$ cat config.mk
export PLATFORM = sky130hd
export DESIGN_NAME = blcp_boot_port
export DESIGN_NICKNAME = d
export VERILOG_FILES = /design/src/rtl/blcp_pkg.sv /design/src/rtl/blcp_boot_port.sv
export VERILOG_INCLUDE_DIRS = /design/src /design/src/rtl
export SDC_FILE = /design/constraint.sdc
export NUM_CORES = 2
export LEC_CHECK = 0
export BUFFER_PORTS_ARGS = -buffer_cell sky130_fd_sc_hd__buf_4
export CORE_MARGIN = 2
export CORE_UTILIZATION = 62
export CTS_CLUSTER_DIAMETER = 60
export DETAILED_ROUTE_END_ITERATION = 10
export PLACE_DENSITY = 0.78
export RECOVER_POWER = 50
export SLEW_MARGIN = 5
export SYNTH_ARGS = -nofsm -noshare
export SYNTH_HDL_FRONTEND = slang
export SYNTH_SLANG_ARGS = --single-unit
$ cat constraint.sdc
create_clock -name clk -period 118.7 [get_ports clk]
set_input_delay 17.805 -clock clk [delete_from_list [all_inputs] [get_ports clk]]
set_output_delay 17.805 -clock clk [all_outputs]
set_load 0.05 [all_outputs]
$ cat src/rtl/blcp_defs.svh
// register offsets, reset values and command codes of the boot command port
`ifndef BLCP_DEFS_SVH
`define BLCP_DEFS_SVH
`define BLCP_APPID_BOOT 8'h80
`define BLCP_OFS_CMD_STAT 8'h08
`define BLCP_OFS_LEN 8'h09
`define BLCP_OFS_DATA_FIRST 8'h0a
`define BLCP_OFS_DATA_LAST 8'h8a
`define BLCP_OFS_CSUM 8'h8b
`define BLCP_LEN_MSB 6
`define BLCP_LEN_MAX 8'h80
`define BLCP_CSUM_XOR 8'hff
`define BLCP_RST_BYTE 8'h00
`define BLCP_CMD_REMAP 8'h11
`define BLCP_CMD_DL_INIT 8'h14
`define BLCP_CMD_WR_RAM 8'h41
`define BLCP_CMD_ADDR_RAM 8'h43
`define BLCP_LEN_DL_INIT 8'h01
`define BLCP_LEN_ADDR_RAM 8'h02
`define BLCP_LEN_REMAP 8'h00
`define BLCP_ST_OK 8'h00
`define BLCP_ST_BUSY 8'h01
`define BLCP_ST_BAD_CSUM 8'h02
`define BLCP_ST_BAD_CMD 8'h03
`define BLCP_ST_BAD_LEN 8'h04
`endif

$ cat src/rtl/blcp_pkg.sv
// types of the boot command port
package blcp_pkg;
    // sequencer states
    typedef enum logic [1:0] {
        BLCP_IDLE,
        BLCP_SUM,
        BLCP_EXEC,
        BLCP_WRITE
    } blcp_state_t;
endpackage : blcp_pkg

$ cat src/rtl/blcp_boot_port.sv
// boot loader command interpreter behind the register mailbox
// Overview of operation
// - registers visible only while selector is 0x80
// - write 0x08 issues command, read gives status
// - length register bits 6:0, up to 0x7f
// - payload bytes at 0x0a to 0x8a
// - checksum is inverted byte sum of frame
// - 0x11 remaps ram and requests system reset
// - remap and restart happens at once
// - 0x14 loads seed, arms download hardware
// - 0x41 writes payload into ram at pointer
// - pointer moves past last written byte
// - 0x43 loads pointer from two-byte payload
// - pointer payload low byte first
// - mailbox registers reset to zero
`timescale 1ns/100ps
`include "blcp_defs.svh"
module blcp_boot_port #(
    parameter int ADDR_W = 16,  // ram pointer width
    parameter int DEPTH = 128   // payload bytes
) (
    input wire logic clk,                  // module clock
    input wire logic sys_rst,              // async reset, active high
    input wire logic [7:0] app_select,     // application selector value
    input wire logic reg_wr,               // register write strobe
    input wire logic reg_rd,               // register read strobe
    input wire logic [7:0] reg_addr,       // register byte address
    input wire logic [7:0] reg_wdata,      // register write data
    output logic [7:0] reg_rdata,          // register read data
    output logic ram_we,                   // ram byte write strobe
    output logic [ADDR_W-1:0] ram_addr,    // ram byte address
    output logic [7:0] ram_wdata,          // ram byte data
    output logic remap_ram,                // ram mapped at address zero
    output logic sys_reset_req,            // one-cycle system reset request
    output logic dl_init,                  // one-cycle download arm pulse
    output logic [7:0] dl_seed,            // seed for download hardware
    output logic [ADDR_W-1:0] ram_ptr      // current ram pointer
);
    import blcp_pkg::*;

    ////////////////////////////////////////////////////////////////////////
    // mailbox storage and decode
    logic [7:0] cmd_r;            // command code last written
    logic [7:0] stat_r;           // status returned on read
    logic [6:0] len_r;            // payload length
    logic [7:0] data_r [DEPTH+1]; // payload window, one byte past the last payload slot
    logic [7:0] csum_r;           // checksum byte
    logic [7:0] sum_r;            // running byte sum
    logic [7:0] idx_r;            // payload walk index
    blcp_state_t state_r;         // sequencer state
    logic [ADDR_W-1:0] ptr_r;     // ram pointer
    logic boot_sel;               // boot loader registers exposed
    logic in_data;                // address falls in the payload area
    logic [7:0] data_ofs;         // payload index of the address
    logic busy;                   // sequencer running
    logic [7:0] len_ext;          // length widened to a byte
    logic sum_good;               // frame checksum matches

    assign boot_sel = (app_select == `BLCP_APPID_BOOT);
    assign in_data = (reg_addr >= `BLCP_OFS_DATA_FIRST) && (reg_addr <= `BLCP_OFS_DATA_LAST);
    assign data_ofs = reg_addr - `BLCP_OFS_DATA_FIRST;
    assign busy = (state_r != BLCP_IDLE);
    assign len_ext = {1'b0, len_r};

    ////////////////////////////////////////////////////////////////////////
    // command register, written by the host while idle
    // zero on reset
    always_ff @(posedge clk or posedge sys_rst) begin
        if (sys_rst) begin
            cmd_r <= `BLCP_RST_BYTE;
        end else if (boot_sel && reg_wr && !busy && reg_addr == `BLCP_OFS_CMD_STAT) begin
            cmd_r <= reg_wdata;
        end
    end

    // length register, low seven bits only
    always_ff @(posedge clk or posedge sys_rst) begin
        if (sys_rst) begin
            len_r <= 7'h00;
        end else if (boot_sel && reg_wr && !busy && reg_addr == `BLCP_OFS_LEN) begin
            len_r <= reg_wdata[`BLCP_LEN_MSB:0];
        end
    end

    // checksum register
    always_ff @(posedge clk or posedge sys_rst) begin
        if (sys_rst) begin
            csum_r <= `BLCP_RST_BYTE;
        end else if (boot_sel && reg_wr && !busy && reg_addr == `BLCP_OFS_CSUM) begin
            csum_r <= reg_wdata;
        end
    end

    // payload bytes, one flip-flop byte per entry; the window ends one byte
    // past the largest payload so its top address stays readable and writable
    generate
        for (genvar i = 0; i < DEPTH + 1; i++) begin : g_data
            always_ff @(posedge clk or posedge sys_rst) begin
                if (sys_rst) begin
                    data_r[i] <= `BLCP_RST_BYTE;
                end else if (boot_sel && reg_wr && !busy && in_data
                             && data_ofs == 8'(i)) begin
                    data_r[i] <= reg_wdata;
                end
            end
        end
    endgenerate

    ////////////////////////////////////////////////////////////////////////
    // sequencer: sum the frame, then act on the command
    always_ff @(posedge clk or posedge sys_rst) begin
        if (sys_rst) begin
            state_r <= BLCP_IDLE;
        end else begin
            unique case (state_r)
                // idle: a command write starts the checksum walk
                BLCP_IDLE: begin
                    if (boot_sel && reg_wr && reg_addr == `BLCP_OFS_CMD_STAT) begin
                        state_r <= BLCP_SUM;
                    end
                end
                // sum payload bytes one per cycle
                BLCP_SUM: begin
                    if (idx_r >= len_ext) begin
                        state_r <= BLCP_EXEC;
                    end
                end
                // decide; block write goes on to copy bytes
                BLCP_EXEC: begin
                    if (sum_good && cmd_r == `BLCP_CMD_WR_RAM && len_ext != 8'h00
                        && len_ext <= `BLCP_LEN_MAX) begin
                        state_r <= BLCP_WRITE;
                    end else begin
                        state_r <= BLCP_IDLE;
                    end
                end
                // copy payload into ram
                BLCP_WRITE: begin
                    if (idx_r + 8'h01 >= len_ext) begin
                        state_r <= BLCP_IDLE;
                    end
                end
            endcase
        end
    end

    // walk index over payload
    always_ff @(posedge clk or posedge sys_rst) begin
        if (sys_rst) begin
            idx_r <= 8'h00;
        end else if (state_r == BLCP_SUM && idx_r < len_ext) begin
            idx_r <= idx_r + 8'h01;
        end else if (state_r == BLCP_WRITE) begin
            idx_r <= idx_r + 8'h01;
        end else begin
            idx_r <= 8'h00;
        end
    end

    // running sum; seeded with command and length
    always_ff @(posedge clk or posedge sys_rst) begin
        if (sys_rst) begin
            sum_r <= 8'h00;
        end else if (state_r == BLCP_IDLE) begin
            sum_r <= reg_wdata + len_ext;
        end else if (state_r == BLCP_SUM && idx_r < len_ext) begin
            sum_r <= sum_r + data_r[idx_r[6:0]];
        end
    end

    // inverted sum must match checksum byte
    assign sum_good = ((sum_r ^ `BLCP_CSUM_XOR) == csum_r);

    // command code known with its proper length
    logic cmd_ok; // code and length agree
    always_comb begin
        unique case (cmd_r)
            `BLCP_CMD_REMAP: cmd_ok = (len_ext == `BLCP_LEN_REMAP);
            `BLCP_CMD_DL_INIT: cmd_ok = (len_ext == `BLCP_LEN_DL_INIT);
            `BLCP_CMD_WR_RAM: cmd_ok = (len_ext <= `BLCP_LEN_MAX);
            `BLCP_CMD_ADDR_RAM: cmd_ok = (len_ext == `BLCP_LEN_ADDR_RAM);
            default: cmd_ok = 1'b0;
        endcase
    end

    ////////////////////////////////////////////////////////////////////////
    // status register
    always_ff @(posedge clk or posedge sys_rst) begin
        if (sys_rst) begin
            stat_r <= `BLCP_RST_BYTE;
        end else if (state_r == BLCP_IDLE && boot_sel && reg_wr
                     && reg_addr == `BLCP_OFS_CMD_STAT) begin
            stat_r <= `BLCP_ST_BUSY;
        end else if (state_r == BLCP_EXEC) begin
            if (!sum_good) begin
                stat_r <= `BLCP_ST_BAD_CSUM;
            end else if (!cmd_ok) begin
                stat_r <= `BLCP_ST_BAD_CMD;
            end else if (cmd_r != `BLCP_CMD_WR_RAM || len_ext == 8'h00) begin
                stat_r <= `BLCP_ST_OK;
            end
        end else if (state_r == BLCP_WRITE && idx_r + 8'h01 >= len_ext) begin
            stat_r <= `BLCP_ST_OK;
        end
    end

    ////////////////////////////////////////////////////////////////////////
    // ram pointer
    always_ff @(posedge clk or posedge sys_rst) begin
        if (sys_rst) begin
            ptr_r <= '0;
        end else if (state_r == BLCP_EXEC && sum_good && cmd_ok
                     && cmd_r == `BLCP_CMD_ADDR_RAM) begin
            ptr_r <= ADDR_W'({data_r[1], data_r[0]});
        end else if (state_r == BLCP_WRITE) begin
            ptr_r <= ptr_r + ADDR_W'(1);
        end
    end

    // ram write port
    always_ff @(posedge clk or posedge sys_rst) begin
        if (sys_rst) begin
            ram_we <= 1'b0;
            ram_addr <= '0;
            ram_wdata <= 8'h00;
        end else begin
            ram_we <= (state_r == BLCP_WRITE);
            ram_addr <= ptr_r;
            ram_wdata <= data_r[idx_r[6:0]];
        end
    end

    ////////////////////////////////////////////////////////////////////////
    // remap and restart
    always_ff @(posedge clk or posedge sys_rst) begin
        if (sys_rst) begin
            remap_ram <= 1'b0;
            sys_reset_req <= 1'b0;
        end else begin
            sys_reset_req <= (state_r == BLCP_EXEC && sum_good && cmd_ok
                              && cmd_r == `BLCP_CMD_REMAP);
            if (state_r == BLCP_EXEC && sum_good && cmd_ok && cmd_r == `BLCP_CMD_REMAP) begin
                remap_ram <= 1'b1;
            end
        end
    end

    // seed and download arm pulse
    always_ff @(posedge clk or posedge sys_rst) begin
        if (sys_rst) begin
            dl_init <= 1'b0;
            dl_seed <= 8'h00;
        end else begin
            dl_init <= (state_r == BLCP_EXEC && sum_good && cmd_ok
                        && cmd_r == `BLCP_CMD_DL_INIT);
            if (state_r == BLCP_EXEC && sum_good && cmd_ok && cmd_r == `BLCP_CMD_DL_INIT) begin
                dl_seed <= data_r[0];
            end
        end
    end

    assign ram_ptr = ptr_r;

    ////////////////////////////////////////////////////////////////////////
    // read data, registered
    always_ff @(posedge clk or posedge sys_rst) begin
        if (sys_rst) begin
            reg_rdata <= 8'h00;
        end else if (reg_rd) begin
            if (!boot_sel) begin
                reg_rdata <= 8'h00;
            end else if (reg_addr == `BLCP_OFS_CMD_STAT) begin
                reg_rdata <= stat_r;
            end else if (reg_addr == `BLCP_OFS_LEN) begin
                reg_rdata <= len_ext;
            end else if (in_data) begin
                reg_rdata <= data_r[data_ofs];
            end else if (reg_addr == `BLCP_OFS_CSUM) begin
                reg_rdata <= csum_r;
            end else begin
                reg_rdata <= 8'h00;
            end
        end
    end
endmodule : blcp_boot_port

==> metrics.md <==
| Metric | Value |
|---|---|
| Result of the run | finished, violations left |
| Violated checks | max-capacitance violations, max-slew violations |
| Total length of routed wires | 171 mm |
| Drt initial violations | 4554 |
| Startpoint types | input pin |
| Cell Int Power | 650 uW |
| Upper clock frequency limit | 0.0278 GHz |
| Final Net Count | 3870 |
| Hold crit path type | reg2reg |
| Largest cells by area after synthesis | sky130_fd_sc_hd__dfrtp_1 47%, sky130_fd_sc_hd__mux4_2 24%, sky130_fd_sc_hd__mux2_2 19% |
| Number of flops mapped to enable cells by yosys | 0 |
| Total negative slack for setup checks | 0 ps |
| Post-synth cell types | 83 |
| Cell taking the most area after synthesis | sky130_fd_sc_hd__dfrtp_1 |
| Hold Violations, Final | 0 |
| Number of warnings reported in the yosys synthesis log | 0 |
| DRC errors left | 0 |
| Relative contribution of the clock network to total power | 0.414 |
| Per-instance average area after synthesis | 15.8 um^2 |
| Worst slew margin | -5.54 |
| Latest clock arrival within the worst-skew pair | 710 ps |
| Post-layout min period | 35960 ps |
| Clock transition at the registers of the reported paths | 60 ps |
| Synth top cells by count | 1135 x sky130_fd_sc_hd__dfrtp_1, 1053 x sky130_fd_sc_hd__mux2_2, 646 x sky130_fd_sc_hd__mux4_2 |
| Die extent in x | 317 um |
| Share of layout cells above drive strength 1 | 0.538 |
| Per-cell routed wire length | 33.0 um |
| Maximum number of pins on one net before global-route repair | 192 |
| Number of buffers between clock root and the deepest sink | 3 |
| Switching Power | 243 uW |
| Worst setup EP type | async pin |
| Sequential fraction of the synthesis area | 0.467 |
| Arrival time at the worst endpoint | 34290 ps |
| Post-synth top area share | 0.467 |
| Via Count | 38200 |
| Worst ir drop on vdd | 0.0135 mV |
| Setup violations, final | 0 |
| Global router's overall resource usage | 0.350 |
| TritonCTS clock tree | built |
| Final WS setup | 82740 ps |
| Die Ht | 317 um |
| Via count of the first global-routing pass | 38600 |
| Required time at the endpoint of the critical path | 117030 ps |
| Number of sinks handled by clock tree synthesis | 1135 |
| Top fanout value on the critical path | 191 |
| RSZ-0062 raised after global routing | false |
| Initial cell density of the core | 0.627 |
| Total leakage power | 29.9 nW |
| Power per Cell Area | 13.5 nW/um^2 |
| Crit Path Category | in2async |
| Antenna-violating nets left | 0 |
| Total half-perimeter wirelength after legalization and detailed placement | 108 mm |
| Number of top-level pins | 88 |
| Final global-route overflow total | 0 |
| Mapped Cells | 3840 |
| Mapped Area | 60900 um^2 |
| Number of buffers created by CTS | 119 |
| Floorplan die area | 101000 um^2 |
| Count leader, synth | sky130_fd_sc_hd__dfrtp_1 |
| Cts hold-fix bufs | 0 |
| Fraction of power spent switching nets | 0.272 |
| Slew at the pin closest to its max-slew limit | 9810 ps |
| Combinational share of power | 0.138 |
| Antenna violations before repair | 9 |
| Port-buffer cells | 87 |
| Post-DR vias/cell | 7.38 |
| First-pass GRT wire length | 259 mm |
| Syn_nets | 3902 |
| Post-cts resize count | 0 |
| Fraction of the cycle the final worst path needs | 0.303 |
| First-pass iteration count of the detailed router | 5 |
| Std-Cell Core Area | 97000 um^2 |
| Top FF cell, synth | sky130_fd_sc_hd__dfrtp_1 |
| Async S/R FF share, synth | 1.00 |
| Total of max-cap violations | 19 |
| # rows | 114 |
| Register share of total power | 0.448 |
| Post-synthesis register bit count | 1135 |
| Library cell used as clock root buffer | sky130_fd_sc_hd__clkbuf_16 |
| Overall power after layout | 893 uW |
| Final worst clock skew | 30.0 ps |
| Final max-slew violation count | 1478 |
| Final RePlAce weighted congestion | 0.951 |
| Synth-to-Final Area Change | 8.34% |
| CTS H-tree lvls | 3 |
| Post-place setup slack | 96000 ps |
| Number of setup buffers added after CTS | 0 |
layer usage:
| layer | wire length [um] | up-vias | global-route usage |
|---|---|---|---|
| met4 | 6660 | 10 | 0.119 |
| met5 | 64 | - | 0 |
| met3 | 19300 | 425 | 0.104 |
| met2 | 77700 | 2230 | 0.517 |
| met1 | 67200 | 20500 | 0.503 |
| li1 | - | 15000 | - |
kinds of logic after synthesis:
logic type                 after synthesis  synth area share
muxes                                 1714             0.437
buffers and inverters                  335            0.0230
xor gates and xnor gates                29           0.00430
and+or+nand+nor                        388            0.0384
AOI/OAI and AO/OA                      205            0.0238
adders and majority gates               34           0.00724
DFF                                   1135             0.467
sequential cells by signal (all words and copies together) (netlist names):
| register | cells |
|---|---|
| dl_seed | 8 |
| remap_ram | 1 |
| state_r | 2 |
| stat_r | 2 |
| reg_rdata | 8 |
| sys_reset_req | 1 |
| dl_init | 1 |
| sum_r | 8 |
| ram_ptr | 16 |
| cmd_r | 8 |
| idx_r | 8 |
| ram_we | 1 |
| csum_r | 8 |
| ram_wdata | 8 |
| data_r | 1032 |
| ram_addr | 16 |
| len_r | 7 |
worst max-delay path, cell delays in order:
cell                         delay, ps
sky130_fd_sc_hd__clkbuf_4          110
sky130_fd_sc_hd__clkinvlp_2       3160
sky130_fd_sc_hd__clkbuf_1         2770
sky130_fd_sc_hd__clkbuf_1         3100
sky130_fd_sc_hd__clkbuf_1         7080
cell usage in the layout, fill, tap and decap left out, drive strengths merged, types with 5 or more instances in the layout:
master      n
mux4      646
nand4       5
a22oi      18
o21bai      5
ha         32
a221o      13
clkbuf    268
mux2i       6
a21boi      5
nand2b     10
o21a        7
a21oi      35
inv        32
clkinv     20
a221oi      5
a21o        9
o41ai       7
or4b        5
mux2     1062
a31oi      14
or2         5
a2111oi     5
nor2       75
nor2b      18
nand3      18
and2       10
o22ai       7
o21ai      44
xor2        9
xnor2      20
nor4       17
nor3       29
buf        73
nand2     172
dfrtp    1135
power groups by stage:
stage,registers (mW),clock network (mW),logic (mW)
floorplan,0.405,0,0.0923
global placement,0.407,0,0.121
detailed placement,0.407,0,0.122
CTS,0.400,0.373,0.122
global route,0.400,0.390,0.132
finish,0.400,0.370,0.124
worst paths after layout:
check | cells past startpoint | slack [ps] | from | end
max | 5 | 82740 | sys_rst | data_r[861]
min | 0 | 440 | ram_ptr[15] | ram_addr[15]
max reg2reg | 15 | 107110 | idx_r[1] | sum_r[7]
min reg2reg | 0 | 440 | ram_ptr[15] | ram_addr[15]
max in group clk | 6 | 85380 | reg_addr[0] | data_r[861]
min in group asynchronous | 2 | 18880 | sys_rst | cmd_r[2]
through the flow:
stage / util / area [um^2] / hold slack, ps / std cells
5_1_grt: 0.680 / 65900 / 465 / 5178
2_1_floorplan: - / 60900 / 476 / 3840
3_5_place_dp: 0.644 / 62500 / 424 / 4963
4_1_cts: 0.684 / 66300 / 440 / 5178
6_report: 0.680 / 65900 / 442 / 5180
3_3_place_gp: 0.644 / 62500 / 427 / 4962
final cells by class:
cell class	instances	area [um^2]
fill	6582	31100
clock buffer	188	3610
clock inverter	27	240
antenna	2	5.00
inverter	29	110
multi-input combinational	2370	31100
sequential	1135	28400
timing repair buffer	153	905
tap	1276	1600
No activity file was read; power rests on OpenSTA's default activity.
